File: config.mk
export PLATFORM = sky130hd
export DESIGN_NAME = asdf_adc_ctrl
export DESIGN_NICKNAME = d
export VERILOG_FILES = /design/src/rtl/asdf_pkg.sv /design/src/rtl/asdf_adc_ctrl.sv
export SDC_FILE = /design/constraint.sdc
export NUM_CORES = 1
export LEC_CHECK = 0
export ABC_CLOCK_PERIOD_IN_PS = 4700
export BUFFER_PORTS_ARGS = -buffer_cell sky130_fd_sc_hd__buf_2
export CAP_MARGIN = 0
export CORE_UTILIZATION = 60
export DETAILED_ROUTE_END_ITERATION = 10
export PLACE_DENSITY = 0.9
export SYNTH_ARGS = -nofsm -noshare
export SYNTH_HDL_FRONTEND = slang
export SYNTH_SLANG_ARGS = --single-unit
export TNS_END_PERCENT = 30
File: constraint.sdc
create_clock -name core_clk -period 4.7 [get_ports core_clk]
set_input_delay 0.235 -clock core_clk [delete_from_list [all_inputs] [get_ports core_clk]]
set_output_delay 0.235 -clock core_clk [all_outputs]
set_load 0.02 [all_outputs]
File: src/rtl/asdf_pkg.sv
// Constants and types for the audio delta-sigma converter control block
`default_nettype none
package asdf_pkg;

  // ---------------------------------------------------------------
  // Register offsets
  // ---------------------------------------------------------------
  localparam logic [11:0] OFS_FIFO_READ = 12'h000;
  localparam logic [11:0] OFS_CONV_EN = 12'h004;
  localparam logic [11:0] OFS_CLK_DIV = 12'h008;
  localparam logic [11:0] OFS_DEC_CTL = 12'h00c;
  localparam logic [11:0] OFS_INT_CTL = 12'h010;
  localparam logic [11:0] OFS_DMA_CTL = 12'h014;
  localparam logic [11:0] OFS_CMP0 = 12'h018;
  localparam logic [11:0] OFS_CMP1 = 12'h01c;
  localparam logic [11:0] OFS_LAST = 12'h01c;

  // ---------------------------------------------------------------
  // Field positions
  // ---------------------------------------------------------------
  localparam int CONV_EN_BIT = 0;
  localparam int DIV_LSB = 0;
  localparam int OSR_LSB = 0;
  localparam int BQ_SEL_BIT = 8;
  localparam int IRQ_EN_BIT = 31;
  localparam int THR_LSB = 0;
  localparam int RX_EN_BIT = 0;
  localparam int CMP_EN_BIT = 31;
  localparam int CMP_LVL_LSB = 0;

  // ---------------------------------------------------------------
  // Sizes, reset values and ratios
  // ---------------------------------------------------------------
  localparam int FIFO_DEPTH = 8;
  localparam logic [3:0] FIFO_FULL = 4'h8;
  localparam logic [7:0] DIV_RESET = 8'h00;
  localparam logic [3:0] OSR_RESET = 4'h0;
  localparam logic [8:0] OSR_64 = 9'h040;
  localparam logic [8:0] OSR_128 = 9'h080;
  localparam logic [8:0] OSR_192 = 9'h0c0;
  localparam logic [8:0] OSR_384 = 9'h180;

  // ---------------------------------------------------------------
  // Types
  // ---------------------------------------------------------------
  typedef struct packed {
    logic conv_en;
    logic [7:0] clk_div;
    logic [3:0] osr_sel;
    logic bq_sel;
    logic irq_en;
    logic [2:0] thr;
    logic rx_en;
    logic cmp0_en;
    logic [15:0] cmp0_lvl;
    logic cmp1_en;
    logic [15:0] cmp1_lvl;
  } asdf_regs_t;

  typedef struct packed {
    logic [31:0] prdata;
    logic pready;
    logic pslverr;
    logic fifo_irq;
    logic cmp0_irq;
    logic cmp1_irq;
    logic dma_req;
    logic modulator_clock;
    logic bq_valid;
    logic [15:0] bq_data;
  } asdf_outs_t;

  typedef struct packed {
    asdf_regs_t regs;
    asdf_outs_t outs;
    logic [FIFO_DEPTH-1:0][15:0] mem;
    logic [2:0] wp;
    logic [2:0] rp;
    logic [3:0] cnt;
    logic [15:0] last;
    logic [7:0] div_cnt;
    logic [8:0] bit_cnt;
    logic [8:0] ones;
    logic bit_s1;
    logic bit_s2;
  } asdf_state_t;

endpackage
`default_nettype wire

File: src/rtl/asdf_adc_ctrl.sv
// Audio delta-sigma converter control: decimator, FIFO, APB registers
`default_nettype none
module asdf_adc_ctrl
  import asdf_pkg::*;
(
  // Clock and reset
  input wire logic core_clk,
  input wire logic resetn,
  // APB slave
  input wire logic psel,
  input wire logic penable,
  input wire logic pwrite,
  input wire logic [11:0] paddr,
  input wire logic [31:0] pwdata,
  output logic [31:0] prdata,
  output logic pready,
  output logic pslverr,
  // Modulator
  input wire logic modulator_bit,
  output logic modulator_clock,
  // Biquad path
  output logic bq_valid,
  output logic [15:0] bq_data,
  input wire logic bq_ret_valid,
  input wire logic [15:0] bq_ret_data,
  // Interrupts and DMA
  output logic fifo_irq,
  output logic cmp0_irq,
  output logic cmp1_irq,
  output logic dma_req
);

  // ---------------------------------------------------------------
  // Helper functions
  // ---------------------------------------------------------------
  function automatic logic [8:0] osr_of(input logic [3:0] sel);
    logic [8:0] r;
    r = OSR_64;
    unique case (sel)
      4'h1: r = OSR_128;
      4'h2: r = OSR_192;
      4'h3: r = OSR_384;
      default: r = OSR_64;
    endcase
    return r;
  endfunction

  // Ones count centred at zero and scaled toward full 16-bit range
  function automatic logic [15:0] scale(input logic [8:0] ones,
                                        input logic [3:0] sel);
    logic [15:0] d;
    logic [8:0] half;
    logic [16:0] s;
    half = osr_of(sel) >> 1;
    d = {7'h00, ones} - {7'h00, half};
    unique case (sel)
      4'h1: s = {d[15], d} << 9;
      4'h2: s = {d[15], d} << 8;
      4'h3: s = {d[15], d} << 7;
      default: s = {d[15], d} << 10;
    endcase
    // At ratios 64 and 128 full-scale positive would otherwise wrap to the most negative code
    if (s[16] != s[15]) begin
      scale = s[16] ? 16'h8000 : 16'h7fff;
    end else begin
      scale = s[15:0];
    end
  endfunction

  // ---------------------------------------------------------------
  // State
  // ---------------------------------------------------------------
  asdf_state_t st;
  asdf_state_t next_st;
  logic setup;
  logic rd_data;
  logic pop_ok;
  logic push;
  logic [15:0] push_data;
  logic tick;
  logic [8:0] ones_now;
  logic [31:0] rdv;

  assign setup = psel && !penable;
  assign rd_data = setup && !pwrite && paddr == OFS_FIFO_READ;
  assign pop_ok = rd_data && st.cnt != 4'h0;
  assign tick = st.regs.conv_en && st.div_cnt == st.regs.clk_div - 8'h01;
  assign ones_now = st.ones + {8'h00, st.bit_s2};

  always_comb begin
    next_st = st;
    push = 1'b0;
    push_data = 16'h0000;
    rdv = 32'h0000_0000;
    next_st.outs.pready = setup;
    next_st.outs.bq_valid = 1'b0;
    next_st.bit_s1 = modulator_bit;
    next_st.bit_s2 = st.bit_s1;

    // -------------------------------------------------------------
    // Modulator clock divider
    // -------------------------------------------------------------
    // modulator clock divide
    if (!st.regs.conv_en || tick) begin
      next_st.div_cnt = 8'h00;
    end else begin
      next_st.div_cnt = st.div_cnt + 8'h01;
    end
    next_st.outs.modulator_clock = st.regs.conv_en &&
      (next_st.div_cnt < (st.regs.clk_div >> 1));

    // -------------------------------------------------------------
    // Decimator
    // -------------------------------------------------------------
    // count ones per frame
    if (tick) begin
      if (st.bit_cnt == osr_of(st.regs.osr_sel) - 9'h001) begin
        next_st.bit_cnt = 9'h000;
        next_st.ones = 9'h000;
        if (st.regs.bq_sel) begin
          next_st.outs.bq_valid = 1'b1;
          next_st.outs.bq_data = scale(ones_now, st.regs.osr_sel);
        end else begin
          push = 1'b1;
          push_data = scale(ones_now, st.regs.osr_sel);
        end
      end else begin
        next_st.bit_cnt = st.bit_cnt + 9'h001;
        next_st.ones = ones_now;
      end
    end
    if (st.regs.bq_sel && bq_ret_valid) begin
      push = 1'b1;
      push_data = bq_ret_data;
    end

    // -------------------------------------------------------------
    // FIFO
    // -------------------------------------------------------------
    // pop oldest sample
    if (pop_ok) begin
      next_st.last = st.mem[st.rp];
    end
    if (push) begin
      next_st.mem[st.wp] = push_data;
      next_st.wp = st.wp + 3'h1;
    end
    if (pop_ok || (push && st.cnt == FIFO_FULL)) begin
      next_st.rp = st.rp + 3'h1;
    end
    if (push && !pop_ok && st.cnt != FIFO_FULL) begin
      next_st.cnt = st.cnt + 4'h1;
    end else if (!push && pop_ok) begin
      next_st.cnt = st.cnt - 4'h1;
    end

    // -------------------------------------------------------------
    // Register access
    // -------------------------------------------------------------
    // register decode
    unique case (paddr)
      OFS_FIFO_READ: begin
        rdv = {16'h0000, pop_ok ? st.mem[st.rp] : st.last};
      end
      OFS_CONV_EN: rdv[CONV_EN_BIT] = st.regs.conv_en;
      OFS_CLK_DIV: rdv[DIV_LSB +: 8] = st.regs.clk_div;
      OFS_DEC_CTL: begin
        rdv[OSR_LSB +: 4] = st.regs.osr_sel;
        rdv[BQ_SEL_BIT] = st.regs.bq_sel;
      end
      OFS_INT_CTL: begin
        rdv[IRQ_EN_BIT] = st.regs.irq_en;
        rdv[THR_LSB +: 3] = st.regs.thr;
      end
      OFS_DMA_CTL: rdv[RX_EN_BIT] = st.regs.rx_en;
      OFS_CMP0: begin
        rdv[CMP_EN_BIT] = st.regs.cmp0_en;
        rdv[CMP_LVL_LSB +: 16] = st.regs.cmp0_lvl;
      end
      OFS_CMP1: begin
        rdv[CMP_EN_BIT] = st.regs.cmp1_en;
        rdv[CMP_LVL_LSB +: 16] = st.regs.cmp1_lvl;
      end
      default: rdv = 32'h0000_0000;
    endcase
    if (setup) begin
      next_st.outs.pslverr = paddr > OFS_LAST || paddr[1:0] != 2'b00;
      if (!pwrite) begin
        next_st.outs.prdata = rdv;
      end
    end
    if (setup && pwrite) begin
      unique case (paddr)
        OFS_CONV_EN: next_st.regs.conv_en = pwdata[CONV_EN_BIT];
        OFS_CLK_DIV: next_st.regs.clk_div = pwdata[DIV_LSB +: 8];
        OFS_DEC_CTL: begin
          next_st.regs.osr_sel = pwdata[OSR_LSB +: 4];
          next_st.regs.bq_sel = pwdata[BQ_SEL_BIT];
          // A new ratio starts a fresh frame so the count cannot overshoot
          next_st.bit_cnt = 9'h000;
          next_st.ones = 9'h000;
        end
        OFS_INT_CTL: begin
          next_st.regs.irq_en = pwdata[IRQ_EN_BIT];
          next_st.regs.thr = pwdata[THR_LSB +: 3];
        end
        OFS_DMA_CTL: next_st.regs.rx_en = pwdata[RX_EN_BIT];
        OFS_CMP0: begin
          next_st.regs.cmp0_en = pwdata[CMP_EN_BIT];
          next_st.regs.cmp0_lvl = pwdata[CMP_LVL_LSB +: 16];
        end
        OFS_CMP1: begin
          next_st.regs.cmp1_en = pwdata[CMP_EN_BIT];
          next_st.regs.cmp1_lvl = pwdata[CMP_LVL_LSB +: 16];
        end
        default: next_st.regs = next_st.regs;
      endcase
    end

    if (!st.regs.conv_en) begin
      next_st.wp = 3'h0;
      next_st.rp = 3'h0;
      next_st.cnt = 4'h0;
      next_st.bit_cnt = 9'h000;
      next_st.ones = 9'h000;
    end

    // -------------------------------------------------------------
    // Interrupts and DMA request
    // -------------------------------------------------------------
    // level interrupt
    next_st.outs.fifo_irq = next_st.regs.irq_en &&
      next_st.cnt > {1'b0, next_st.regs.thr};
    next_st.outs.cmp0_irq = next_st.regs.cmp0_en &&
      $signed(next_st.last) > $signed(next_st.regs.cmp0_lvl);
    next_st.outs.cmp1_irq = next_st.regs.cmp1_en &&
      $signed(next_st.last) > $signed(next_st.regs.cmp1_lvl);
    next_st.outs.dma_req = next_st.regs.rx_en && next_st.cnt != 4'h0;
  end

  always_ff @(posedge core_clk or negedge resetn) begin
    if (!resetn) begin
      st <= '0;
      st.regs.clk_div <= DIV_RESET;
      st.regs.osr_sel <= OSR_RESET;
    end else begin
      st <= next_st;
    end
  end

  assign prdata = st.outs.prdata;
  assign pready = st.outs.pready;
  assign pslverr = st.outs.pslverr;
  assign modulator_clock = st.outs.modulator_clock;
  assign bq_valid = st.outs.bq_valid;
  assign bq_data = st.outs.bq_data;
  assign fifo_irq = st.outs.fifo_irq;
  assign cmp0_irq = st.outs.cmp0_irq;
  assign cmp1_irq = st.outs.cmp1_irq;
  assign dma_req = st.outs.dma_req;

  // ---------------------------------------------------------------
  // Assertions
  // ---------------------------------------------------------------
  a_count_bound: assert property (
    @(posedge core_clk) disable iff (!resetn) st.cnt <= FIFO_FULL)
    else $error("FIFO count above eight");

  a_full_overwrite: assert property (
    @(posedge core_clk) disable iff (!resetn)
    st.regs.conv_en && push && !pop_ok && st.cnt == FIFO_FULL
    |=> st.cnt == FIFO_FULL && st.rp == $past(st.rp) + 3'h1)
    else $error("Overwrite did not drop oldest");

  a_pop_read: assert property (
    @(posedge core_clk) disable iff (!resetn)
    st.regs.conv_en && pop_ok && !push
    |=> st.cnt == $past(st.cnt) - 4'h1 && prdata[31:16] == 16'h0000)
    else $error("Data read did not pop");

  a_empty_repeat: assert property (
    @(posedge core_clk) disable iff (!resetn)
    rd_data && st.cnt == 4'h0
    |=> prdata == {16'h0000, $past(st.last)} && st.rp == $past(st.rp))
    else $error("Empty read changed state");

  a_fifo_irq_lvl: assert property (
    @(posedge core_clk) disable iff (!resetn)
    $rose(fifo_irq) |-> st.regs.irq_en && st.cnt > {1'b0, st.regs.thr})
    else $error("FIFO interrupt without cause");

  a_fifo_irq_hold: assert property (
    @(posedge core_clk) disable iff (!resetn)
    $fell(fifo_irq) |-> !st.regs.irq_en || $past(pop_ok) ||
      !$past(st.regs.conv_en) || $past(setup && pwrite))
    else $error("FIFO interrupt cleared without cause");

  a_dma_level: assert property (
    @(posedge core_clk) disable iff (!resetn)
    st.regs.conv_en && st.regs.rx_en && st.cnt != 4'h0 && !pop_ok
    ##1 st.regs.rx_en |-> dma_req)
    else $error("DMA request dropped with data");

  a_disable_reset: assert property (
    @(posedge core_clk) disable iff (!resetn)
    !st.regs.conv_en |=> st.cnt == 4'h0 && st.wp == 3'h0 &&
      !st.outs.bq_valid)
    else $error("Disable left FIFO pointers");

  a_ratio_frame: assert property (
    @(posedge core_clk) disable iff (!resetn)
    st.bit_cnt <= osr_of(st.regs.osr_sel) - 9'h001 ||
      $changed(st.regs.osr_sel) || $past(setup && pwrite))
    else $error("Frame count past ratio");

  a_div_tick: assert property (
    @(posedge core_clk) disable iff (!resetn)
    tick |=> st.div_cnt == 8'h00)
    else $error("Divider did not wrap on tick");

endmodule
`default_nettype wire

### Word-level counts from Yosys, hierarchy flattened

Cells that the tools add are included.

* output and inout port bits: 56
* bits of input ports: 67
* memories: 0
* register bits after elaboration: 276
* ROM bits: 0
* logic and storage cells: 170
* bits in latches: 0
* bits in writable memories: 0

* equal/unequal tests: 18
* shifts and indexed selects: 0
* order comparisons: 8
* div/mod/pow operators: 0
* multipliers: 0
* add/subtract/negate cells: 11
* multiplexer cells: 60
* reduce and logical (&&, ||, !) cells: 34
* bitwise logic cells: 1

Operator list (number)
* $mux W17: 11
* $mux W16: 11
* $bwmux W128: 1
* $pmux W17 S3: 2
* $mux W18: 5
* $mux W9: 7
* $bmux W16 S3: 1
* $demux W16 S3: 1
* $eq A12 B5 Y1 const B: 4
* $mux W39: 1
* $gt A16 B16 Y1: 2
* $pmux W9 S3: 1
* $eq A12 B4 Y1 const B: 2
* $pmux W7 S3: 1
* $sub A9 B8 Y10: 2
* $logic_and A1 B1 Y1: 17
* $pmux W4 S4: 1
* $eq A12 B3 Y1 const B: 1
* $gt A12 B5 Y1 const B: 1
* $logic_not A12 Y1: 1
* $mux W4: 3
* $pmux W2 S6: 1
* $mux W10: 1
* $add A9 B1 Y9: 1
* 33 further kinds: 53

### Logic depth before layout (Yosys ltp)

Gate-level depths: netlist of run 1.

* depth after elaboration: 20
* mapped depth: 19
* gate-level depth less buffers: 18

### Worst setup path after synthesis of run 1

No wires, ideal clock.

* path type: reg2reg
* start point: register st[2] (netlist bit)
* end point: register st[100] (netlist bit)
* buffers on the path: 1
* slack: 0.629 ns
* period minus slack after synthesis: 4.071 ns
* cell stages (with the launch flop): 16
* required time: 4.572 ns
* arrival time: 3.943 ns
* setup time: 0.128 ns
* cells stage by stage: dfrtp_1 ha_1 ha_1 nand3_1 nor2_1 xor2_1 inv_1 fa_1 xor2_1 o22ai_1 a221oi_1 ha_1 clkbuf_1 o21ai_0 o21ai_1 mux2_1

* longest elaborated chain between the ends: 13
* elaborated cells on any way between the ends: 14
* those cells by class: 2 x add/sub; 1 x eq/ne; 11 x mux

RTL lines
* start, declared: line asdf_adc_ctrl.sv:73 `asdf_state_t st;`
* start signal, assigned: line asdf_adc_ctrl.sv:247 `st <= next_st;`
* $add A9 B1 Y9 (*): line asdf_adc_ctrl.sv:88 `assign ones_now = st.ones + {8'h00, st.bit_s2};`
* $sub A9 B8 Y10 (*): line asdf_adc_ctrl.sv:55 `d = {7'h00, ones} - {7'h00, half};`
* $pmux W17 S3 (*): line asdf_adc_ctrl.sv:56 `unique case (sel)`
* $mux W17 (*): line asdf_adc_ctrl.sv:120 `if (st.regs.bq_sel) begin`
* $mux W17 (*): line asdf_adc_ctrl.sv:117 `if (st.bit_cnt == osr_of(st.regs.osr_sel) - 9'h001) begin`
* $mux W17 (*): line asdf_adc_ctrl.sv:116 `if (tick) begin`
* $mux W16 or $ne A1 B1 Y1 (tied branches): line asdf_adc_ctrl.sv:64, asdf_adc_ctrl.sv:63
* $mux W16 (*): line asdf_adc_ctrl.sv:63 `if (s[16] != s[15]) begin`
* $mux W16 (*): line asdf_adc_ctrl.sv:120
* $mux W16 (*): line asdf_adc_ctrl.sv:117
* $mux W16 (*): line asdf_adc_ctrl.sv:116
* $mux W16 (*): line asdf_adc_ctrl.sv:132 `if (st.regs.bq_sel && bq_ret_valid) begin`
* $bwmux W128 (*): line asdf_adc_ctrl.sv:145 `next_st.mem[st.wp] = push_data;`

Mark *: on every way between the ends. The rest lies on a longest branch, timed or not. The select of a mux whose other input is x is not followed.
A chain may end at the register's enable or synchronous reset.

### Final worst setup path of run 1

* start point: register st[2] (netlist bit)
* end point: register st[99] (netlist bit)

The elaborated chain is that of the path after synthesis.

==> results by group, run 1 <==
Logic synthesis
  – Synth top area cells: dfrtp_1 48%, mux2_2 7.4%, mux4_2 5.2%, ha_1 4.8%, o21ai_0 3.7%
  – Synth top area share: 47.5%
  – Synth Flop Type: dfrtp_1
  – Netlist cell types: 72
  – Mapped Avg Cell Area: 10.6 um2
  – Flops & latches, synth: 270
  – Mapped Area: 14,200 um2
  – Sequential element share of the synthesized area: 47.5%
  – Async S/R FF share, synth: 100%
  – Yosys top cell by area: dfrtp_1
  – Synthesis Warnings: 0
  – Mapped Cells: 1,340
  – Post-synth EDFFs: 0

STA
  – Worst hold slack: 0.0238 ns
  – Clock skew: 0.0280 ns
  – Slew headroom: 37.5%
  – Period utilization: 94.1%
  – Upper clock frequency limit: 226 MHz
  – Crit path time final: 4.42 ns
  – Final hold vios: 0
  – Final worst setup slack: 0.278 ns
  – Final TNS setup: 0 ns
  – Slew Viols, Final: 0
  – RSZ-0062 raised after global routing: yes
  – Worst-Margin Slew: 0.928 ns
  – Final setup fails: 0

Floorplan
  – Die height: 156 um
  – DIE WIDTH: 156 um
  – Initial core utilization: 62.0%
  – Core area: 22,900 um2
  – I/O pins: 123
  – Cell Rows: 55
  – Die footprint: 24,300 um2

Global routing
  – Vias in the first global route: 11,400
  – Initial antenna violation count: 0
  – Final global-route overflow total: 0
  – Tot GR Track Use: 30.9%
  – Largest net degree at the start of global routing: 127
  – First-pass GRT wire length: 58,800 um

CTS
  – Post-CTS Setup Bufs: 0
  – CTS tree: done
  – CTS Sinks: 270
  – Root Buffer: clkbuf_16
  – Htree depth: 1
  – Worst-skew pair later-pin latency: 0.55 ns
  – Total CTS buffers: 27
  – Clk slew on worst S/H paths: 0.07 ns
  – Max Root-Sink Buffers: 3

Placed design
  – GP Congestion: 0.884
  – Dpl cells: 1,673
  – Detailed Place HPWL: 23,000 um
  – Area after DPL: 14,800 um2
  – Setup WS pre-CTS: 0.288 ns
  – Port Buffers: 92

Critical path
  – Kind of critical path: register to register
  – Crit path max fanout: 11
  – RR Endpoint: st[99]$_DFFE_PN0P_
  – CP required: 5.12 ns
  – CP arrival: 4.84 ns
  – Startpoint types: register
  – Crit path to: st[99]$_DFFE_PN0P_
  – FF-to-FF setup slack: 0.28 ns
  – Worst setup EP type: register
  – Crit path launch: st[2]$_DFF_PN0_
  – Reg-to-Reg Start: st[2]$_DFF_PN0_
  – Reg2Reg Depth: 15

Outcome
  – Status: complete, no violations

Layout
  – Non-filler cells, final: 1,737
  – Syn-to-layout area delta: 11.2%
  – Ant. Diodes: 0
  – Nets: 1,526
  – Share of layout cells above drive strength 1: 21.9%
  – Final Cell Area: 15,800 um2

Route
  – First drt pass iteration count: 5
  – Post-route ant nets: 0
  – Via count: 11,000
  – Iter 0 DRT Violations: 960
  – Per-cell routed wire length: 21.1 um
  – Final wirelength: 36,700 um
  – DRC: 0
  – Vias per cell: 6.35

Worst hold path
  – Tightest Hold Check Type: input port to register

Flow run
  – Max Cap Viol: 0

Pwr
  – Peak VDD IR: 0.187 mV
  – Pwr/cell area: 297 nW/um2
  – Leak pwr: 7.39 nW
[sequential cells by signal (all words and copies together), names as in the netlist]
name	count
cmp0_irq	1
bq_valid	1
cmp1_irq	1
prdata	17
bq_data	10
next_st	1
pready	1
pslverr	1
dma_req	1
fifo_irq	1
st	234
modulator_clock	1
[critical path, stage by stage (launching register included)]
cell	delay (ns)
dfrtp_1	0.36
ha_1	0.18
ha_1	0.21
nand3_1	0.24
nor2_1	0.26
xor2_1	0.24
ha_1	0.27
nor2b_1	0.14
o21ai_0	0.35
a21o_1	0.18
mux2i_1	0.07
a221oi_1	0.38
ha_2	0.43
o21ai_1	0.38
o21ai_1	0.26
mux2_1	0.35
[timing repair]
| item | CTS | global route |
|---|---|---|
| setup endpoints to repair | 0 | 42 |
| endpoints found under the hold margin | 142 | 0 |
| hold buffers | 15 | 0 |
| gates resized for setup | 0 | 4 |
[logic make-up after synthesis]
group | Yosys count | share of synthesized area (%)
XOR/XNOR | 38 | 2.34
AND/OR/NAND/NOR | 346 | 11.8
other | 1 | 0.0264
AO/OA/AOI/OAI | 286 | 12.0
flip-flops | 270 | 47.5
buffers and inverters | 180 | 6.11
multiplexers | 164 | 15.3
adder cells (fa/ha/maj) | 55 | 4.89
[layout by cell type (no fill, tap or decap), drive strengths merged, types with 8 or more instances in the layout]
| master | count |
|---|---|
| mux4 | 33 |
| mux2i | 32 |
| o21a | 15 |
| xor2 | 22 |
| and2 | 8 |
| nor3 | 9 |
| nor2b | 14 |
| nand3 | 22 |
| mux2 | 99 |
| or3 | 8 |
| conb | 15 |
| a21oi | 83 |
| nand2b | 8 |
| o21ai | 110 |
| dlygate4sd3 | 15 |
| dfrtp | 270 |
| nor2 | 99 |
| clkbuf | 39 |
| a31oi | 10 |
| nand2 | 125 |
| a21o | 9 |
| a22oi | 8 |
| ha | 54 |
| inv | 60 |
| xnor2 | 16 |
| nand4 | 13 |
| buf | 127 |
[final cells by class]
cell class | count | area, um2
sequential | 270 | 6760
timing repair buffer | 142 | 896
clock buffer | 39 | 761
tap | 313 | 392
clock inverter | 10 | 118
multi-input combinational | 904 | 6660
fill | 1475 | 7110
inverter | 59 | 221
[how the worst min path moves through the flow]
stage,from,endpoint,cells after the start
floorplan,resetn,bq_data[10]$_DFFE_PN0P_,0
global placement,next_st[0]$_DFF_PN0_,st[0]$_DFF_PN0_,0
detailed placement,next_st[0]$_DFF_PN0_,st[0]$_DFF_PN0_,0
CTS,pwdata[31],st[276]$_DFF_PN0_,2
global route,pwdata[31],st[271]$_DFF_PN0_,2
finish,pwdata[31],st[276]$_DFF_PN0_,2
[stage by stage]
stage	utilization (%)	power, W
after global placement	64.4	0.00255
after detailed placement	64.4	0.00256
final	69.0	0.00470
after CTS	68.9	0.00470
after global routing	69.0	0.00482
after floorplan	-	0.00248
[layer usage]
metal	vias to the layer above	global-route usage, %	wire length (um)
met5	-	0	0
met4	0	17.0	1800
met3	159	5.33	2740
met2	605	52.1	18400
met1	5460	37.9	13800
li1	4800	-	-
[report_power, final]
group          switching [W]  total (W)  internal, W
Clock               0.000932    0.00217      0.00124
Sequential        0.00000896    0.00235      0.00234
Combinational       0.000123   0.000180    0.0000570
[synthesized netlist by cell type, drive strengths merged (13+ instances only)]
library cell and count:
nand4 13, nor2b 14, clkbuf 55, a21oi 83
buf 66, nand2 125, ha 54, dfrtp 270
o21a 15, mux2i 32, inv 59, xnor2 16
xor2 22, mux2 99, mux4 33, o21ai 110
nor2 99, nand3 22
Power figures use the tool's default switching activity.
==> run 2: changes to the inputs <==
--- a/config.mk
+++ b/config.mk
@@ -5,12 +5,13 @@
 export SDC_FILE = /design/constraint.sdc
 export NUM_CORES = 1
 export LEC_CHECK = 0
+export ABC_AREA = 1
 export ABC_CLOCK_PERIOD_IN_PS = 4700
 export BUFFER_PORTS_ARGS = -buffer_cell sky130_fd_sc_hd__buf_2
 export CAP_MARGIN = 0
-export CORE_UTILIZATION = 60
+export CORE_UTILIZATION = 61
 export DETAILED_ROUTE_END_ITERATION = 10
-export PLACE_DENSITY = 0.9
+export PLACE_DENSITY = 0.91
 export SYNTH_ARGS = -nofsm -noshare
 export SYNTH_HDL_FRONTEND = slang
 export SYNTH_SLANG_ARGS = --single-unit
==> results by group, run 2 <==
Global routing
  – Final global-route overflow total: 0 (unchanged)
  – First-pass GRT wire length: 63,700 um (+8.3%)
  – Tot GR Track Use: 32.4% (+1.4 points)
  – Largest net degree at the start of global routing: 114 (-10%)
  – Vias in the first global route: 13,100 (+15%)
  – Initial antenna violation count: 0 (unchanged)

STA
  – Period utilization: 89.6% (-4.4 points)
  – Worst hold slack: 0.00832 ns (-0.0155 ns)
  – RSZ-0062 raised after global routing: no
  – Final hold vios: 0 (unchanged)
  – Upper clock frequency limit: 237 MHz (+5.0%)
  – Worst-Margin Slew: 0.929 ns (+0.000402 ns)
  – Clock skew: 0.0310 ns (+0.00308 ns)
  – Crit path time final: 4.21 ns (-0.209 ns)
  – Slew Viols, Final: 0 (unchanged)
  – Slew headroom: 38.0% (+0.56 points)
  – Final setup fails: 0 (unchanged)
  – Final TNS setup: 0 ns (unchanged)

Route
  – Vias per cell: 5.88 (-7.4%)
  – Per-cell routed wire length: 17.1 um (-19%)
  – Via count: 13,400 (+21%)
  – First drt pass iteration count: 7 (+2)
  – Final wirelength: 38,900 um (+6.0%)
  – Iter 0 DRT Violations: 1,274 (+33%)
  – DRC: 0 (unchanged)
  – Post-route ant nets: 0 (unchanged)

CTS
  – CTS tree: done
  – Root Buffer: clkbuf_16
  – Post-CTS Setup Bufs: 0 (unchanged)
  – CTS Sinks: 270 (unchanged)
  – Worst-skew pair later-pin latency: 0.57 ns (+0.02 ns)
  – Htree depth: 1 (unchanged)
  – Total CTS buffers: 28 (+3.7%)
  – Max Root-Sink Buffers: 3 (unchanged)
  – Clk slew on worst S/H paths: 0.06 ns (about the same)

Logic synthesis
  – Netlist cell types: 56 (-22%)
  – Synth Flop Type: dfrtp_1
  – Synth top area share: 45.6% (-2.0 points)
  – Count leader, synth: nand2_1
  – Mapped Cells: 1,885 (+41%)
  – Mapped Avg Cell Area: 7.87 um2 (-26%)
  – Most instantiated cells after synthesis: 513 x nand2_1, 270 x dfrtp_1, 219 x inv_1, 185 x o21ai_0, 135 x nor2_1
  – Synthesis Warnings: 0 (unchanged)
  – Sequential element share of the synthesized area: 45.6% (-2.0 points)
  – Flops & latches, synth: 270 (unchanged)
  – Mapped Area: 14,800 um2 (+4.3%)
  – Async S/R FF share, synth: 100% (unchanged)
  – Synth top area cells: dfrtp_1 46%, nand2_1 13%, o21ai_0 6.2%, inv_1 5.5%, ha_1 4.6%
  – Yosys top cell by area: dfrtp_1
  – Post-synth EDFFs: 0 (unchanged)

Floorplan
  – DIE WIDTH: 158 um (+1.3%)
  – Die height: 158 um (+1.3%)
  – Core area: 23,700 um2 (+3.3%)
  – Cell Rows: 56 (+1.8%)
  – I/O pins: 123 (unchanged)
  – Initial core utilization: 62.6% (+0.58 points)
  – Die footprint: 24,900 um2 (+2.6%)

Critical path
  – Kind of critical path: register to register
  – Worst setup EP type: register
  – Crit-path slowest cell: o21ai_1
  – FF-to-FF setup slack: 0.49 ns (+0.21 ns)
  – Crit path cell chain: ha_1, ha_1, nand2_1, nor2_1, nand3_1, xor2_1, inv_1, ha_1, nand2_1, o21ai_0, xor2_1, nand2_1, nand3_1, and2_1, inv_1, ha_1, inv_1, nand3_2, nand2_1, o21ai_1, nand2_1, nand2_1
  – Crit path max fanout: 8 (-3)
  – CP required: 5.20 ns (+0.08 ns)
  – Crit path top cell by count: nand2_1
  – Startpoint types: register
  – CP arrival: 4.71 ns (-0.13 ns)
  – Worst path max stage delay: 0.61 ns (+0.18 ns)

Layout
  – Syn-to-layout area delta: 9.31%
  – Most frequent cells in the layout: 513 x nand2_1, 270 x dfrtp_1, 219 x inv_1, 185 x o21ai_0, 134 x nor2_1
  – Commonest non-fill, non-tap cell in the layout: nand2_1
  – Max reg flops: 234 (unchanged)
  – Share of layout cells above drive strength 1: 11.1% (-11 points)
  – Nets: 2,054 (+35%)
  – Ant. Diodes: 0 (unchanged)
  – Most flop-heavy register: st

Placed design
  – Detailed Place HPWL: 25,700 um (+12%)
  – Port Buffers: 92 (unchanged)
  – GP Congestion: 0.929 (+5.1%)

Outcome
  – Status: complete, no violations

Flow run
  – Max Cap Viol: 0 (unchanged)

Pwr
  – Leak pwr: 8.21 nW (+11%)
  – Peak VDD IR: 0.369 mV (+97%)
  – Pwr/cell area: 474 nW/um2 (+60%)

Worst hold path
  – Tightest Hold Check Type: input port to register
## run 2: per-stage QoR
step                      power (W)  util (%)  worst slack [ns]  instance area [um2]  cells
after floorplan             0.00479         -              1.28                14900   1899
after global placement      0.00521      64.2             0.769                15200   2215
after detailed placement    0.00535      64.2             0.604                15200   2215
after CTS                   0.00765      68.4             0.522                16200   2273
after global routing        0.00813      68.4            0.0815                16200   2273
final                       0.00769      68.4             0.487                16200   2273
## run 2: critical path: cells and delay by family, from the launching register on
family | cells | cell delay (ns)
AOI/OAI and AO/OA | 2 | 0.79
xor gates and xnor gates | 2 | 0.44
buffers and inverters | 3 | 0.26
adders and majority gates | 4 | 1.06
and+or+nand+nor | 11 | 1.26
DFF | 1 | 0.35
## run 2: kinds of logic (layout without fill, tap and decap cells)
family,Yosys count,in the layout,synth area share [%]
mux,5,5,0.371
other cells,1,15,0.0253
fa+ha+maj,55,55,4.69
compound gates,417,417,15.8
flops,270,270,45.6
xor+xnor,16,16,0.945
buf+inv,347,402,10.7
simple gates,774,774,22.0
## run 2: path summary, 6_finish.rpt
| kind | cells after the start | end | from |
|---|---|---|---|
| worst max register to register | 22 | st[164]$_DFFE_PN0P_ | st[2]$_DFF_PN0_ |
| max in group asynchronous | 3 | st[22]$_DFF_PN0_ | resetn |
| min in group asynchronous | 2 | st[140]$_DFFE_PN0P_ | resetn |
| worst max-delay path | 22 | st[164]$_DFFE_PN0P_ | st[2]$_DFF_PN0_ |
| worst min register to register | 0 | st[0]$_DFF_PN0_ | next_st[0]$_DFF_PN0_ |
| worst min-delay path | 3 | st[268]$_DFF_PN0_ | pwdata[13] |
## run 2: per-layer routing
| metal | part of all wire, % | global-route usage (%) | vias to the layer above |
|---|---|---|---|
| met4 | 4.9 | 17.4 | 0 |
| met3 | 8.3 | 4.74 | 165 |
| met1 | 39 | 41.2 | 6306 |
| met2 | 48 | 53.4 | 718 |
| li1 | - | - | 6173 |
| met5 | 0 | 0 | - |
## run 2: area by class of cell
class,count,area [um2]
clock buffer,43,837
clock inverter,9,113
fill,1809,7470
inverter,236,887
multi-input combinational,1282,6540
sequential,270,6760
tap,319,399
timing repair buffer,114,676
## run 2: repair_timing
item | CTS | global route
endpoints found under the setup margin | 0 | 0
endpoints found under the hold margin | 113 | 0
hold buffers | 6 | 0
gates resized for setup | 0 | 0
## run 2: report_power, final
part	switching, W	internal [W]
Combinational	0.00141	0.000765
Clock	0.000940	0.00134
Sequential	0.000332	0.00290
==> run 3: changes to the inputs <==
--- a/config.mk
+++ b/config.mk
@@ -6,7 +6,7 @@
 export NUM_CORES = 1
 export LEC_CHECK = 0
 export ABC_AREA = 1
-export ABC_CLOCK_PERIOD_IN_PS = 4700
+export ABC_CLOCK_PERIOD_IN_PS = 4000
 export BUFFER_PORTS_ARGS = -buffer_cell sky130_fd_sc_hd__buf_2
 export CAP_MARGIN = 0
 export CORE_UTILIZATION = 61
==> constraint.sdc (replaced) <==
create_clock -name core_clk -period 4 [get_ports core_clk]
set_input_delay 0.2 -clock core_clk [delete_from_list [all_inputs] [get_ports core_clk]]
set_output_delay 0.2 -clock core_clk [all_outputs]
set_load 0.02 [all_outputs]
==> results by group, run 3 (same netlist as run 2, synthesis figures left out) <==
STA
  – Worst-Margin Slew: 0.921 ns (-0.00775 ns)
  – Final hold vios: 0 (unchanged)
  – Clock skew: 0.0117 ns (-0.0193 ns)
  – Final setup fails: 0 (unchanged)
  – Slew Viols, Final: 0 (unchanged)
  – Period utilization: 93.3% (+3.7 points)
  – Crit path time final: 3.73 ns (-0.481 ns)
  – Upper clock frequency limit: 268 MHz (+13%)
  – Slew headroom: 38.5% (+0.52 points)
  – Worst hold slack: 0.00648 ns (-0.00184 ns)

Global routing
  – Largest net degree at the start of global routing: 99 (-13%)
  – Initial antenna violation count: 0 (unchanged)
  – Tot GR Track Use: 32.2% (-0.19 points)
  – Vias in the first global route: 12,900 (-1.7%)
  – Final global-route overflow total: 0 (unchanged)
  – First-pass GRT wire length: 63,100 um (-0.79%)

CTS
  – Max Root-Sink Buffers: 3 (unchanged)
  – Clk slew on worst S/H paths: 0.06 ns (about the same)
  – Worst-skew pair later-pin latency: 0.55 ns (-0.02 ns)
  – CTS tree: done
  – Root Buffer: clkbuf_16
  – Total CTS buffers: 28 (unchanged)
  – CTS Sinks: 270 (unchanged)
  – Htree depth: 1 (unchanged)

Critical path
  – Worst setup EP type: register
  – Worst path max stage delay: 0.34 ns (-0.27 ns)
  – CP arrival: 4.17 ns (-0.54 ns)
  – Crit path cell chain: ha_2, ha_1, nand2_1, nor2_2, nand3_2, xor2_2, inv_1, ha_1, nand2_1, o21ai_0, xor2_1, nand2_1, nand3_2, and2_1, inv_1, ha_4, inv_1, o21ai_0, o21ai_2, buf_4, nand2_1, nand2_1
  – CP required: 4.44 ns (-0.76 ns)
  – Kind of cell adding the most delay to the critical path: adder cells
  – Crit path max fanout: 8 (unchanged)
  – Crit path top cell by count: nand2_1
  – Kind of critical path: register to register
  – Crit path buffers/inverters: 4 (+1)
  – Crit-path slowest cell: dfrtp_1
  – Startpoint types: register

Placed design
  – GP Congestion: 0.908 (-2.3%)
  – Detailed Place HPWL: 26,800 um (+4.1%)
  – Dpl cells: 2,234 (+0.86%)
  – Port Buffers: 92 (unchanged)

Route
  – Iter 0 DRT Violations: 1,258 (-1.3%)
  – Per-cell routed wire length: 17.0 um (-0.51%)
  – First drt pass iteration count: 6 (-1)
  – Via count: 13,500 (+0.83%)
  – Final wirelength: 39,300 um (+0.93%)
  – Post-route ant nets: 0 (unchanged)
  – DRC: 0 (unchanged)
  – Vias per cell: 5.84 (-0.61%)

Floorplan
  – I/O pins: 123 (unchanged)
  – Initial core utilization: 62.6% (unchanged)
  – DIE WIDTH: 158 um (unchanged)
  – Die height: 158 um (unchanged)
  – Cell Rows: 56 (unchanged)
  – Die footprint: 24,900 um2 (unchanged)
  – Core area: 23,700 um2 (unchanged)

Pwr
  – PnR Total Power: 0.00914 W (+19%)
  – Pwr/cell area: 549 nW/um2 (+16%)
  – Peak VDD IR: 0.363 mV (-1.6%)
  – Leak pwr: 8.37 nW (+2.0%)

Layout
  – Commonest non-fill, non-tap cell in the layout: nand2_1
  – Most flop-heavy register: st
  – Non-filler cells, final: 2,306 (+1.5%)
  – Max reg flops: 234 (unchanged)
  – Final core occ: 70.2% (+1.8 points)
  – Syn-to-layout area delta: 12.1%
  – Most frequent cells in the layout: 513 x nand2_1, 270 x dfrtp_1, 219 x inv_1, 184 x o21ai_0, 132 x nor2_1
  – Nets: 2,087 (+1.6%)
  – Share of layout cells above drive strength 1: 12.7% (+1.6 points)

Worst hold path
  – Tightest Hold Check Type: input port to register

Outcome
  – Status: complete, no violations

Flow run
  – Max Cap Viol: 0 (unchanged)
run 3: changes by cell type in the layout (fill, tap and decap cells not counted), sizes merged:
cell and change:
clkinvlp +6, buf +20, diode +1, clkbuf -5, dlygate4sd3 +13, clkinv -2
run 3: timing repair:
item                       in CTS  in global routing
resized for setup               3                 15
setup endpoints to repair      19                 89
pin swaps                       0                  2
hold endpoints to repair      122                  0
hold buffers                   19                  0
buffers inserted                0                  1
run 3: final timing paths:
path                                            from                   to  slack [ns]  depth (start not counted)
worst max-delay path                 st[2]$_DFF_PN0_  st[110]$_DFFE_PN0P_        0.27                         22
worst min-delay path                      pwdata[15]    st[270]$_DFF_PN0_       0.006                          3
worst max register to register       st[2]$_DFF_PN0_  st[110]$_DFFE_PN0P_        0.27                         22
worst min register to register  next_st[0]$_DFF_PN0_      st[0]$_DFF_PN0_        0.37                          0
max in group asynchronous                     resetn     st[27]$_DFF_PN0_        2.78                          3
min in group asynchronous                     resetn   st[91]$_DFFE_PN0P_        0.27                          2
run 3: area by class of cell:
cell class	count	area, um2
Timing Repair Buffer	147	981
Clock buffer	38	830
Sequential cell	270	6760
Multi-Input combinational cell	1282	6630
Tap cell	319	399
Clock inverter	13	141
Fill cell	1780	7060
Antenna cell	1	2.50
Inverter	236	887
run 3: through the flow:
stage | setup slack, ns | cell area [um2] | setup TNS, ns
6_report | 0.268 | 16600 | 0
2_1_floorplan | 0.578 | 14900 | 0
3_3_place_gp | 0.131 | 15400 | 0
5_1_grt | -0.00625 | 16600 | -0.0170
3_5_place_dp | -0.0567 | 15400 | -0.455
4_1_cts | 0.00553 | 16500 | 0
run 3: where the power goes:
part,switching [W],internal [W]
clock,0.00113,0.00159
combinational,0.00168,0.000946
sequential,0.000384,0.00341
total,0.00319,0.00594
run 3: layer usage:
layer / routed length, um / vias to the layer above / track usage, %
met5: 0 / - / 0
met4: 1800 / 0 / 16.6
met3: 3310 / 150 / 4.90
met2: 18700 / 691 / 52.7
met1: 15500 / 6400 / 41.5
li1: - / 6232 / -
run 3: tightest hold or removal path: cells and delay by family:
kind,cells,cell delay (ns)
compound gates,1,0.13
buf+inv,2,0.18
